`src/shared/dafs_pkg.sv`:
```
// Package for the drive alarm and fault status register bank.
// Assumes a 16-bit register index port driven by the serial-bus decoder.
`default_nettype none
package dafs_pkg;
  // Register indices
  localparam logic [15:0] DAFS_IDX_ALARM3 = 16'h00C9;
  localparam logic [15:0] DAFS_IDX_ALARM4 = 16'h00CA;
  localparam logic [15:0] DAFS_IDX_ALARM5 = 16'h00CB;
  localparam logic [15:0] DAFS_IDX_CPF1 = 16'h00D0;
  localparam logic [15:0] DAFS_IDX_CPF2 = 16'h00D1;
  localparam logic [15:0] DAFS_IDX_OPTF = 16'h00D8;
  localparam logic [15:0] DAFS_IDX_CURR = 16'h00FB;
  // Reset value of every word
  localparam logic [15:0] DAFS_RESET_WORD = 16'h0000;
  // Implemented-bit masks; zeros are reserved
  localparam logic [15:0] DAFS_MASK_ALARM3 = 16'hF6FF;
  localparam logic [15:0] DAFS_MASK_ALARM4 = 16'h02C2;
  localparam logic [15:0] DAFS_MASK_ALARM5 = 16'h3FBD;
  localparam logic [15:0] DAFS_MASK_CPF1 = 16'h79CC;
  localparam logic [15:0] DAFS_MASK_CPF2 = 16'h03FF;
  localparam logic [15:0] DAFS_MASK_OPTF = 16'h001B;
  // Alarm word 3 positions
  localparam int DAFS_A3_SPEED = 0;
  localparam int DAFS_A3_ENC = 1;
  localparam int DAFS_A3_KEYPAD = 2;
  localparam int DAFS_A3_BUSERR = 3;
  localparam int DAFS_A3_OPTCOM = 4;
  localparam int DAFS_A3_TXERR_LO = 5;
  localparam int DAFS_A3_MOTOL = 6;
  localparam int DAFS_A3_DRVOL = 7;
  localparam int DAFS_A3_OPTEXT = 9;
  localparam int DAFS_A3_M2RUN = 10;
  localparam int DAFS_A3_TXERR_HI = 12;
  localparam int DAFS_A3_UT1 = 13;
  localparam int DAFS_A3_UT2 = 14;
  localparam int DAFS_A3_TEST = 15;
  // Alarm word 4 positions
  localparam int DAFS_A4_THERM = 1;
  localparam int DAFS_A4_FBLOW = 6;
  localparam int DAFS_A4_FBHIGH = 7;
  localparam int DAFS_A4_DISABLED = 9;
  // Alarm word 5 positions
  localparam int DAFS_A5_WDOG = 0;
  localparam int DAFS_A5_PERIOD = 2;
  localparam int DAFS_A5_HICUR = 3;
  localparam int DAFS_A5_FAN = 4;
  localparam int DAFS_A5_RELAY = 5;
  localparam int DAFS_A5_NVM = 7;
  localparam int DAFS_A5_S1 = 8;
  localparam int DAFS_A5_S2 = 9;
  localparam int DAFS_A5_SAFE_A = 10;
  localparam int DAFS_A5_SAFE_B = 11;
  localparam int DAFS_A5_WEAR1 = 12;
  localparam int DAFS_A5_WEAR2 = 13;

  // Raw detector conditions of the three alarm words, then the stored words
  typedef struct packed {
    logic test_mode_alarm;
    logic undertorque_2_alarm;
    logic undertorque_1_alarm;
    logic motor2_switch_run;
    logic option_ext_fault_alarm;
    logic drive_overload_alarm;
    logic motor_overload_alarm;
    logic serial_tx_error;
    logic option_comm_error;
    logic reg_bus_error;
    logic keypad_link_alarm;
    logic encoder_loss_alarm;
    logic speed_error_alarm;
  } dafs_alarm3_s;

  typedef struct packed {
    logic drive_disabled_alarm;
    logic pid_feedback_high;
    logic pid_feedback_low;
    logic thermistor_overheat_alarm;
  } dafs_alarm4_s;

  typedef struct packed {
    logic mech_wear_2_alarm;
    logic mech_wear_1_alarm;
    logic safe_off_input_alarm;
    logic safe_off_fault_alarm;
    logic input_s2_fault_alarm;
    logic input_s1_fault_alarm;
    logic option_nvm_alarm;
    logic relay_maintenance_alarm;
    logic fan_maintenance_alarm;
    logic high_current_alarm;
    logic fieldbus_period_alarm;
    logic fieldbus_watchdog_alarm;
  } dafs_alarm5_s;

  typedef struct packed {
    logic [15:0] alarm3;
    logic [15:0] alarm4;
    logic [15:0] alarm5;
    logic [15:0] cpf1;
    logic [15:0] cpf2;
    logic [15:0] optf;
  } dafs_words_s;
endpackage
`default_nettype wire

```
`src/hw/dafs_status_regs.sv`:
```
// Read-only alarm and fault status bank of a motor drive.
// Assumes the serial-bus decoder gives an index and a read strobe.
`timescale 1ns/10ps
`default_nettype none
module dafs_status_regs
  import dafs_pkg::*;
#(
  parameter int CURR_W = 16
) (
  // Clock and reset
  input wire logic ref_clk,
  input wire logic srst,
  // Fault reset action
  input wire logic fault_reset,
  // Detector conditions
  input wire dafs_pkg::dafs_alarm3_s alarm3_cond,
  input wire dafs_pkg::dafs_alarm4_s alarm4_cond,
  input wire dafs_pkg::dafs_alarm5_s alarm5_cond,
  input wire logic [8:0] cpf1_cond,
  input wire logic [9:0] cpf2_cond,
  input wire logic [3:0] option_cond,
  // Output current sample and range select
  input wire logic [CURR_W-1:0] current_raw,
  input wire logic large_rating,
  // Register read port
  input wire logic rd_en,
  input wire logic wr_en,
  input wire logic [15:0] rd_index,
  input wire logic broadcast,
  output logic [15:0] rd_data,
  output logic rd_valid,
  // Stored words
  output dafs_pkg::dafs_words_s words
);
  import dafs_pkg::*;

  // Current word is 16 bits wide; wider samples would be cut
  if (CURR_W < 1 || CURR_W > 16) begin : g_curr_w_check
    $error("CURR_W must be 1 to 16");
  end

  logic [15:0] a3_c, a4_c, a5_c, c1_c, c2_c, of_c;
  logic [15:0] curr_q;
  logic [15:0] sel_d;

  always_comb begin
    a3_c = 16'h0000;
    a3_c[DAFS_A3_SPEED] = alarm3_cond.speed_error_alarm;
    a3_c[DAFS_A3_ENC] = alarm3_cond.encoder_loss_alarm;
    a3_c[DAFS_A3_KEYPAD] = alarm3_cond.keypad_link_alarm;
    a3_c[DAFS_A3_BUSERR] = alarm3_cond.reg_bus_error;
    a3_c[DAFS_A3_OPTCOM] = alarm3_cond.option_comm_error;
    a3_c[DAFS_A3_TXERR_LO] = alarm3_cond.serial_tx_error;
    a3_c[DAFS_A3_TXERR_HI] = alarm3_cond.serial_tx_error;
    a3_c[DAFS_A3_MOTOL] = alarm3_cond.motor_overload_alarm;
    a3_c[DAFS_A3_DRVOL] = alarm3_cond.drive_overload_alarm;
    a3_c[DAFS_A3_OPTEXT] = alarm3_cond.option_ext_fault_alarm;
    a3_c[DAFS_A3_M2RUN] = alarm3_cond.motor2_switch_run;
    a3_c[DAFS_A3_UT1] = alarm3_cond.undertorque_1_alarm;
    a3_c[DAFS_A3_UT2] = alarm3_cond.undertorque_2_alarm;
    a3_c[DAFS_A3_TEST] = alarm3_cond.test_mode_alarm;
  end

  always_comb begin
    a4_c = 16'h0000;
    a4_c[DAFS_A4_THERM] = alarm4_cond.thermistor_overheat_alarm;
    a4_c[DAFS_A4_FBLOW] = alarm4_cond.pid_feedback_low;
    a4_c[DAFS_A4_FBHIGH] = alarm4_cond.pid_feedback_high;
    a4_c[DAFS_A4_DISABLED] = alarm4_cond.drive_disabled_alarm;
  end

  always_comb begin
    a5_c = 16'h0000;
    a5_c[DAFS_A5_WDOG] = alarm5_cond.fieldbus_watchdog_alarm;
    a5_c[DAFS_A5_PERIOD] = alarm5_cond.fieldbus_period_alarm;
    a5_c[DAFS_A5_HICUR] = alarm5_cond.high_current_alarm;
    a5_c[DAFS_A5_FAN] = alarm5_cond.fan_maintenance_alarm;
    a5_c[DAFS_A5_RELAY] = alarm5_cond.relay_maintenance_alarm;
    a5_c[DAFS_A5_NVM] = alarm5_cond.option_nvm_alarm;
    a5_c[DAFS_A5_S1] = alarm5_cond.input_s1_fault_alarm;
    a5_c[DAFS_A5_S2] = alarm5_cond.input_s2_fault_alarm;
    a5_c[DAFS_A5_SAFE_A] = alarm5_cond.safe_off_fault_alarm;
    a5_c[DAFS_A5_SAFE_B] = alarm5_cond.safe_off_input_alarm;
    a5_c[DAFS_A5_WEAR1] = alarm5_cond.mech_wear_1_alarm;
    a5_c[DAFS_A5_WEAR2] = alarm5_cond.mech_wear_2_alarm;
  end

  // Fault1 cond bits: 0 adc,1 modulation,2 board,3 term link,4 nvm link,
  // 5 ram,6 flash,7 watchdog,8 control
  assign c1_c = {1'b0, cpf1_cond[8:5], 2'b00, cpf1_cond[4:2], 2'b00,
                 cpf1_cond[1:0], 2'b00};
  assign c2_c = {6'h00, cpf2_cond};
  // Option cond bits: 0 incompatible,1 connection,2 selftest,3 flash mode
  assign of_c = {11'h000, option_cond[3:2], 1'b0, option_cond[1:0]};

  dafs_sticky_word #(.MASK(DAFS_MASK_ALARM3)) u_a3 (
    .ref_clk(ref_clk), .srst(srst), .fault_reset(fault_reset),
    .cond(a3_c), .word_q(words.alarm3));
  dafs_sticky_word #(.MASK(DAFS_MASK_ALARM4)) u_a4 (
    .ref_clk(ref_clk), .srst(srst), .fault_reset(fault_reset),
    .cond(a4_c), .word_q(words.alarm4));
  dafs_sticky_word #(.MASK(DAFS_MASK_ALARM5)) u_a5 (
    .ref_clk(ref_clk), .srst(srst), .fault_reset(fault_reset),
    .cond(a5_c), .word_q(words.alarm5));
  dafs_sticky_word #(.MASK(DAFS_MASK_CPF1)) u_c1 (
    .ref_clk(ref_clk), .srst(srst), .fault_reset(fault_reset),
    .cond(c1_c), .word_q(words.cpf1));
  dafs_sticky_word #(.MASK(DAFS_MASK_CPF2)) u_c2 (
    .ref_clk(ref_clk), .srst(srst), .fault_reset(fault_reset),
    .cond(c2_c), .word_q(words.cpf2));
  dafs_sticky_word #(.MASK(DAFS_MASK_OPTF)) u_of (
    .ref_clk(ref_clk), .srst(srst), .fault_reset(fault_reset),
    .cond(of_c), .word_q(words.optf));

  // Current word: scaling is chosen upstream by rating; stored as sampled
  always_ff @(posedge ref_clk) begin
    if (srst) begin
      curr_q <= DAFS_RESET_WORD;
    end else begin
      curr_q <= 16'(current_raw);
    end
  end

  always_comb begin
    case (rd_index)
      DAFS_IDX_ALARM3: sel_d = words.alarm3;
      DAFS_IDX_ALARM4: sel_d = words.alarm4;
      DAFS_IDX_ALARM5: sel_d = words.alarm5;
      DAFS_IDX_CPF1: sel_d = words.cpf1;
      DAFS_IDX_CPF2: sel_d = words.cpf2;
      DAFS_IDX_OPTF: sel_d = words.optf;
      DAFS_IDX_CURR: sel_d = curr_q;
      default: sel_d = 16'h0000;
    endcase
  end

  // Broadcast reads never answer; writes have no effect here
  always_ff @(posedge ref_clk) begin
    if (srst) begin
      rd_data <= DAFS_RESET_WORD;
      rd_valid <= 1'b0;
    end else begin
      rd_valid <= rd_en && !broadcast;
      if (rd_en && !broadcast) begin
        rd_data <= sel_d;
      end
    end
  end

  a_read_latency: assert property (@(posedge ref_clk) disable iff (srst)
    (rd_en && !broadcast) |=> rd_valid)
    else $error("read not answered");
  a_write_silent: assert property (@(posedge ref_clk) disable iff (srst)
    (wr_en && !rd_en) |=> !rd_valid)
    else $error("write answered");
  a_broadcast_quiet: assert property (@(posedge ref_clk) disable iff (srst)
    broadcast |=> !rd_valid)
    else $error("broadcast answered");
  a_fault_reload: assert property (@(posedge ref_clk) disable iff (srst)
    fault_reset |=> (words.alarm3 == $past(a3_c)))
    else $error("fault reset did not reload alarm word");
  a_tx_both_bits: assert property (@(posedge ref_clk) disable iff (srst)
    words.alarm3[DAFS_A3_TXERR_LO] == words.alarm3[DAFS_A3_TXERR_HI])
    else $error("tx error bits differ");
  a_speed_capture: assert property (@(posedge ref_clk) disable iff (srst)
    alarm3_cond.speed_error_alarm |=> words.alarm3[DAFS_A3_SPEED])
    else $error("speed alarm missed");
  a_enc_capture: assert property (@(posedge ref_clk) disable iff (srst)
    alarm3_cond.encoder_loss_alarm |=> words.alarm3[DAFS_A3_ENC])
    else $error("encoder alarm missed");
  a_keypad_capture: assert property (@(posedge ref_clk) disable iff (srst)
    alarm3_cond.keypad_link_alarm |=> words.alarm3[DAFS_A3_KEYPAD])
    else $error("keypad alarm missed");
  a_buserr_capture: assert property (@(posedge ref_clk) disable iff (srst)
    alarm3_cond.reg_bus_error |=> words.alarm3[DAFS_A3_BUSERR])
    else $error("bus error alarm missed");
  a_optcom_capture: assert property (@(posedge ref_clk) disable iff (srst)
    alarm3_cond.option_comm_error |=> words.alarm3[DAFS_A3_OPTCOM])
    else $error("option comm alarm missed");
  a_tx_capture: assert property (@(posedge ref_clk) disable iff (srst)
    alarm3_cond.serial_tx_error |=> words.alarm3[DAFS_A3_TXERR_LO])
    else $error("tx error alarm missed");
  a_motol_capture: assert property (@(posedge ref_clk) disable iff (srst)
    alarm3_cond.motor_overload_alarm |=> words.alarm3[DAFS_A3_MOTOL])
    else $error("motor overload alarm missed");
  a_drvol_capture: assert property (@(posedge ref_clk) disable iff (srst)
    alarm3_cond.drive_overload_alarm |=> words.alarm3[DAFS_A3_DRVOL])
    else $error("drive overload alarm missed");
  a_optext_capture: assert property (@(posedge ref_clk) disable iff (srst)
    alarm3_cond.option_ext_fault_alarm |=> words.alarm3[DAFS_A3_OPTEXT])
    else $error("option external alarm missed");
  a_m2_capture: assert property (@(posedge ref_clk) disable iff (srst)
    alarm3_cond.motor2_switch_run |=> words.alarm3[DAFS_A3_M2RUN])
    else $error("motor2 alarm missed");
  a_ut1_capture: assert property (@(posedge ref_clk) disable iff (srst)
    alarm3_cond.undertorque_1_alarm |=> words.alarm3[DAFS_A3_UT1])
    else $error("undertorque 1 alarm missed");
  a_ut2_capture: assert property (@(posedge ref_clk) disable iff (srst)
    alarm3_cond.undertorque_2_alarm |=> words.alarm3[DAFS_A3_UT2])
    else $error("undertorque 2 alarm missed");
  a_test_capture: assert property (@(posedge ref_clk) disable iff (srst)
    alarm3_cond.test_mode_alarm |=> words.alarm3[DAFS_A3_TEST])
    else $error("test mode alarm missed");
  a_therm_capture: assert property (@(posedge ref_clk) disable iff (srst)
    alarm4_cond.thermistor_overheat_alarm |=> words.alarm4[DAFS_A4_THERM])
    else $error("thermistor alarm missed");
  a_fblow_capture: assert property (@(posedge ref_clk) disable iff (srst)
    alarm4_cond.pid_feedback_low |=> words.alarm4[DAFS_A4_FBLOW])
    else $error("feedback low alarm missed");
  a_fbhigh_capture: assert property (@(posedge ref_clk) disable iff (srst)
    alarm4_cond.pid_feedback_high |=> words.alarm4[DAFS_A4_FBHIGH])
    else $error("feedback high alarm missed");
  a_disabled_capture: assert property (@(posedge ref_clk) disable iff (srst)
    alarm4_cond.drive_disabled_alarm |=> words.alarm4[DAFS_A4_DISABLED])
    else $error("drive disabled alarm missed");
  a_wdog_capture: assert property (@(posedge ref_clk) disable iff (srst)
    alarm5_cond.fieldbus_watchdog_alarm |=> words.alarm5[DAFS_A5_WDOG])
    else $error("watchdog alarm missed");
  a_period_capture: assert property (@(posedge ref_clk) disable iff (srst)
    alarm5_cond.fieldbus_period_alarm |=> words.alarm5[DAFS_A5_PERIOD])
    else $error("period alarm missed");
  a_hicur_capture: assert property (@(posedge ref_clk) disable iff (srst)
    alarm5_cond.high_current_alarm |=> words.alarm5[DAFS_A5_HICUR])
    else $error("high current alarm missed");
  a_fan_capture: assert property (@(posedge ref_clk) disable iff (srst)
    alarm5_cond.fan_maintenance_alarm |=> words.alarm5[DAFS_A5_FAN])
    else $error("fan alarm missed");
  a_relay_capture: assert property (@(posedge ref_clk) disable iff (srst)
    alarm5_cond.relay_maintenance_alarm |=> words.alarm5[DAFS_A5_RELAY])
    else $error("relay alarm missed");
  a_nvm_capture: assert property (@(posedge ref_clk) disable iff (srst)
    alarm5_cond.option_nvm_alarm |=> words.alarm5[DAFS_A5_NVM])
    else $error("option memory alarm missed");
  a_s1_capture: assert property (@(posedge ref_clk) disable iff (srst)
    alarm5_cond.input_s1_fault_alarm |=> words.alarm5[DAFS_A5_S1])
    else $error("input s1 alarm missed");
  a_s2_capture: assert property (@(posedge ref_clk) disable iff (srst)
    alarm5_cond.input_s2_fault_alarm |=> words.alarm5[DAFS_A5_S2])
    else $error("input s2 alarm missed");
  a_safe_a_capture: assert property (@(posedge ref_clk) disable iff (srst)
    alarm5_cond.safe_off_fault_alarm |=> words.alarm5[DAFS_A5_SAFE_A])
    else $error("safe off fault alarm missed");
  a_safe_b_capture: assert property (@(posedge ref_clk) disable iff (srst)
    alarm5_cond.safe_off_input_alarm |=> words.alarm5[DAFS_A5_SAFE_B])
    else $error("safe off input alarm missed");
  a_wear1_capture: assert property (@(posedge ref_clk) disable iff (srst)
    alarm5_cond.mech_wear_1_alarm |=> words.alarm5[DAFS_A5_WEAR1])
    else $error("wear 1 alarm missed");
  a_wear2_capture: assert property (@(posedge ref_clk) disable iff (srst)
    alarm5_cond.mech_wear_2_alarm |=> words.alarm5[DAFS_A5_WEAR2])
    else $error("wear 2 alarm missed");
  a_adc_capture: assert property (@(posedge ref_clk) disable iff (srst)
    cpf1_cond[0] |=> words.cpf1[2])
    else $error("conversion fault missed");
  a_mod_capture: assert property (@(posedge ref_clk) disable iff (srst)
    cpf1_cond[1] |=> words.cpf1[3])
    else $error("modulation fault missed");
  a_board_capture: assert property (@(posedge ref_clk) disable iff (srst)
    cpf1_cond[2] |=> words.cpf1[6])
    else $error("board mismatch fault missed");
  a_tlink_capture: assert property (@(posedge ref_clk) disable iff (srst)
    cpf1_cond[3] |=> words.cpf1[7])
    else $error("terminal link fault missed");
  a_nvmlink_capture: assert property (@(posedge ref_clk) disable iff (srst)
    cpf1_cond[4] |=> words.cpf1[8])
    else $error("memory link fault missed");
  a_ram_capture: assert property (@(posedge ref_clk) disable iff (srst)
    cpf1_cond[5] |=> words.cpf1[11])
    else $error("ram fault missed");
  a_flash_capture: assert property (@(posedge ref_clk) disable iff (srst)
    cpf1_cond[6] |=> words.cpf1[12])
    else $error("flash fault missed");
  a_cwdog_capture: assert property (@(posedge ref_clk) disable iff (srst)
    cpf1_cond[7] |=> words.cpf1[13])
    else $error("watchdog circuit fault missed");
  a_ctrl_capture: assert property (@(posedge ref_clk) disable iff (srst)
    cpf1_cond[8] |=> words.cpf1[14])
    else $error("control circuit fault missed");
  a_cpf2_capture: assert property (@(posedge ref_clk) disable iff (srst)
    1'b1 |=> ((words.cpf2[8:0] & $past(cpf2_cond[8:0])) == $past(cpf2_cond[8:0])))
    else $error("control fault word 2 bit missed");
  a_unseated_cap: assert property (@(posedge ref_clk) disable iff (srst)
    cpf2_cond[9] |=> words.cpf2[9])
    else $error("unseated fault missed");
  a_incompat_capture: assert property (@(posedge ref_clk) disable iff (srst)
    option_cond[0] |=> words.optf[0])
    else $error("incompatible fault missed");
  a_connect_capture: assert property (@(posedge ref_clk) disable iff (srst)
    option_cond[1] |=> words.optf[1])
    else $error("connection fault missed");
  a_option_cap: assert property (@(posedge ref_clk) disable iff (srst)
    option_cond[2] |=> words.optf[3])
    else $error("selftest fault missed");
  a_flashmode_capture: assert property (@(posedge ref_clk) disable iff (srst)
    option_cond[3] |=> words.optf[4])
    else $error("flash mode fault missed");
endmodule // dafs_status_regs
`default_nettype wire

```
`src/hw/dafs_sticky_word.sv`:
```
// One sticky 16-bit status word.
// Assumes conditions are synchronous to ref_clk.
`timescale 1ns/10ps
`default_nettype none
module dafs_sticky_word #(
  parameter logic [15:0] MASK = 16'hFFFF
) (
  // Clock and reset
  input wire logic ref_clk,
  input wire logic srst,
  input wire logic fault_reset,
  // Conditions and stored word
  input wire logic [15:0] cond,
  output logic [15:0] word_q
);
  // Set wins over fault reset so no event is lost
  always_ff @(posedge ref_clk) begin
    if (srst) begin
      word_q <= dafs_pkg::DAFS_RESET_WORD;
    end else if (fault_reset) begin
      word_q <= cond & MASK;
    end else begin
      word_q <= (word_q | cond) & MASK;
    end
  end

  a_reserved_zero: assert property (@(posedge ref_clk) disable iff (srst)
    ##1 ((word_q & ~MASK) == 16'h0000)) else $error("reserved bit set");
  a_sticky_hold: assert property (@(posedge ref_clk) disable iff (srst)
    (!fault_reset ##1 1'b1) |-> ((word_q & $past(word_q)) == $past(word_q)))
    else $error("status bit lost without fault reset");
endmodule // dafs_sticky_word
`default_nettype wire

```
`config.mk`:
```
export PLATFORM = sky130hd
export DESIGN_NAME = dafs_status_regs
export DESIGN_NICKNAME = d
export VERILOG_FILES = /design/src/shared/dafs_pkg.sv /design/src/hw/dafs_status_regs.sv /design/src/hw/dafs_sticky_word.sv
export SDC_FILE = /design/constraint.sdc
export NUM_CORES = 1
export LEC_CHECK = 0
export ABC_AREA = 1
export BUFFER_PORTS_ARGS = -buffer_cell sky130_fd_sc_hd__buf_4
export CORE_MARGIN = 5
export CORE_UTILIZATION = 48
export CTS_CLUSTER_SIZE = 25
export DETAILED_ROUTE_END_ITERATION = 8
export PLACE_DENSITY = 0.86
export SLEW_MARGIN = 20
export SYNTH_ARGS = -nofsm -noshare
export SYNTH_HDL_FRONTEND = slang
export SYNTH_SLANG_ARGS = --single-unit
```
`constraint.sdc`:
```
create_clock -name ref_clk -period 2.05 [get_ports ref_clk]
set_input_delay 0.1025 -clock ref_clk [delete_from_list [all_inputs] [get_ports ref_clk]]
set_output_delay 0.1025 -clock ref_clk [all_outputs]
set_load 0.005 [all_outputs]
```
==> reports/results.txt <==
CP Max Fanout - 21
# rows - 31
layout cell share with drive strength beyond 1 - 26.3%
Initial Utilization - 49.8%
dominant cells by area after synthesis - dfxtp_1 47%, a21oi_1 9.5%, buf_4 9.1%
Yosys reg bits - 86
RSZ-0062 raised after global routing - false
area share of the largest cell type after synthesis - 47.4%
CTS clk-pin slew, worst paths - 0.10 ns
CP most frequent cell - nand2_1
via count - 4113
htree depth - 3
antenna violations before repair - 0
# setup viols final - 0
global-route wire length before repair - 19900 um
remaining global-route overflow - 0
worst-skew pair later-pin latency - 0.35 ns
Total Wirelength - 12900 um
Post-DP Area - 4720 sq um
max-cap violations - 0
XOR/XNOR share of the synthesized area - 0%
Crit path largest cell delay - 0.26 ns
CP endpoint - rd_data[12]
die height - 97.0 um
vias in the first global route - 4081
Worst setup EP type - flip-flop
Sink Count - 86
cts repair resizes - 0
DRC Markers - 0
Top FF cell, synth - dfxtp_1
Synth async-reset ratio - 0%
fmax - 0.832 GHz
CTS tree - yes
end of the worst register-to-register path - rd_data[1]
Place WS - 0.528 ns
status - complete, no violations
Num CTS Buffers - 9
Seq/Total Area, Yosys - 47.4%
adder-cell share of the synthesized area - 0%
number of cells on the critical path - 11
Avg WL per Cell - 15.8 um
Design Area, Final - 5620 sq um
critical path required time - 2.32 ns
Placer Congestion - 0.852
max_slew headroom - 42.5%
Nets - 804
area delta synth->final - 54.7%
Post-Synth Simple-Gate Area - 24.5%
Post-CTS Setup Bufs - 0
I/O pins - 204
compound-gate portion of the synthesized area - 12.3%
Die ar. - 9410 sq um
Core Area - 7290 sq um
total iterations of the first detailed-routing run - 5
largest area contributor in the netlist - dfxtp_1
Syn Area/Cell - 7.34 sq um
nature of the critical path startpoint - input port
Synth Warn # - 0
min Tclk post-route - 1.20 ns
crit path cell chain - buf_4, nor2_1, nand2_1, nor2_4, buf_4, nand2_2, inv_2, nand2_1, nand2_1, o21ai_1, a21oi_1
GRT Total Usage - 26.0%
number of port buffers - 158
largest net degree at the start of global routing - 87
clock root buffer master - clkbuf_8
Final ANT Viol Nets - 0
crit-path leading delay family - simple AND/OR/NAND/NOR gates
Crit path buffers/inverters - 3
Crit Path Class - input port to flip-flop
final slew viol count - 0
Final Hold Fails - 0
Post-Synthesis Cells - 495
largest family of logic cells by synthesized area - simple AND/OR/NAND/NOR gates
clock buffer depth - 2
Leak - 0.00273 uW
top-count cell post-synth - nor2_1
depth of the most critical reg-to-reg path - 4
worst slew pin tran - 0.862 ns
Post-Syn Area - 3630 sq um
FF-to-FF setup slack - 0.96 ns
Vias/cell - 5.03
DRT iter0 DRCs - 301
mux contribution to synthesized area - 0%
Post-synth EDFFs - 0
Util after Layout - 77.1%
worst setup path startpoint - rd_index[9]
critical path arrival - 1.47 ns
Fin Setup TNS - 0 ns
hold_sp - alarm3_cond[5]
dpl hpwl - 8150 um
pwr dens - 662 nW/um^2
Synth cell types - 20
slowest CP cell - buf_4
setup ws final - 0.849 ns
Final Cycle Share - 58.6%
Hold Path Class - input port to flip-flop
clk_skew - 0.0114 ns
peak supply drop - 0.000535 V
reg2reg start - u_a3.word_q[1]
Post-synth top cells - 87 x nor2_1, 86 x dfxtp_1, 69 x a21oi_1
Hold Slack - 0.0327 ns
Die X - 97.0 um
logic make-up after synthesis:
group | Yosys count
compound gates | 89
simple gates | 212
flops | 86
other cells | 1
buf+inv | 107
through the flow:
stage | std cells | power, uW
2_1_floorplan | 537 | 2060
3_3_place_gp | 734 | 2270
3_5_place_dp | 734 | 2280
4_1_cts | 817 | 3700
5_1_grt | 817 | 3850
6_report | 818 | 3720
worst min-delay path, cell delays in order:
cell and delay (ns):
buf_4 0.10, inv_1 0.07, a21oi_1 0.07
how the worst min path moves through the flow:
| stage | endpoint | slack (ns) | cells after the start |
|---|---|---|---|
| 2_1_floorplan | curr_q[0] | 0.21 | 2 |
| 3_3_place_gp | u_a5.word_q[3] | 0.30 | 3 |
| 6_report | u_a3.word_q[12] | 0.03 | 3 |
| 3_5_place_dp | curr_q[10] | 0.31 | 3 |
| 4_1_cts | u_a3.word_q[12] | 0.04 | 3 |
| 5_1_grt | u_a3.word_q[12] | 0.02 | 3 |
per-layer routing:
layer | wire length (um) | GRT usage, %
met5 | 0 | 0
met4 | 598 | 13.9
met3 | 1160 | 7.12
met2 | 6300 | 45.2
met1 | 4850 | 28.6
sequential cells by signal (all words and copies together), names as in the netlist:
register     flops
u_a3.word_q     14
u_a4.word_q      4
rd_data         16
u_c1.word_q      9
rd_valid         1
curr_q          16
u_of.word_q      4
u_a5.word_q     12
u_c2.word_q     10
power by group:
| group | total [uW] | switching (uW) | internal [uW] |
|---|---|---|---|
| sequential | 1820 | 68.0 | 1760 |
| combinational | 550 | 233 | 317 |
| clock | 1350 | 648 | 701 |
placed cells by master (no fill, tap or decap):
cell             n
nand3_1         47
clkinv_1         1
o21ai_1          6
nor2_4           2
clkinvlp_4       2
clkinv_4         1
nand2_1         68
clkbuf_8         9
inv_6            1
nand4_1          1
nand2_2          2
o21ai_0         14
bufinv_16        2
inv_2            3
inv_8            1
diode_2          1
nor2_2           4
nor2_1          87
dfxtp_1         86
conb_1          43
a21oi_1         69
inv_1           39
buf_4          162
and2_1           1
dlygate4sd3_1   67
final cells by class:
type	instances	area, sq um
repair buffers	229	1890
fillers	477	1670
inverters	43	161
diodes	1	2.50
flip-flops and latches	86	1720
well taps	99	124
multi-input cells	344	1500
clock buffers	9	124
clock inverters	7	104
repair_timing:
item | in CTS | in global routing
hold endpoints to repair | 67 | 0
hold buffers | 67 | 0
endpoints found under the setup margin | 0 | 0
(Power assumes the default switching activity.)
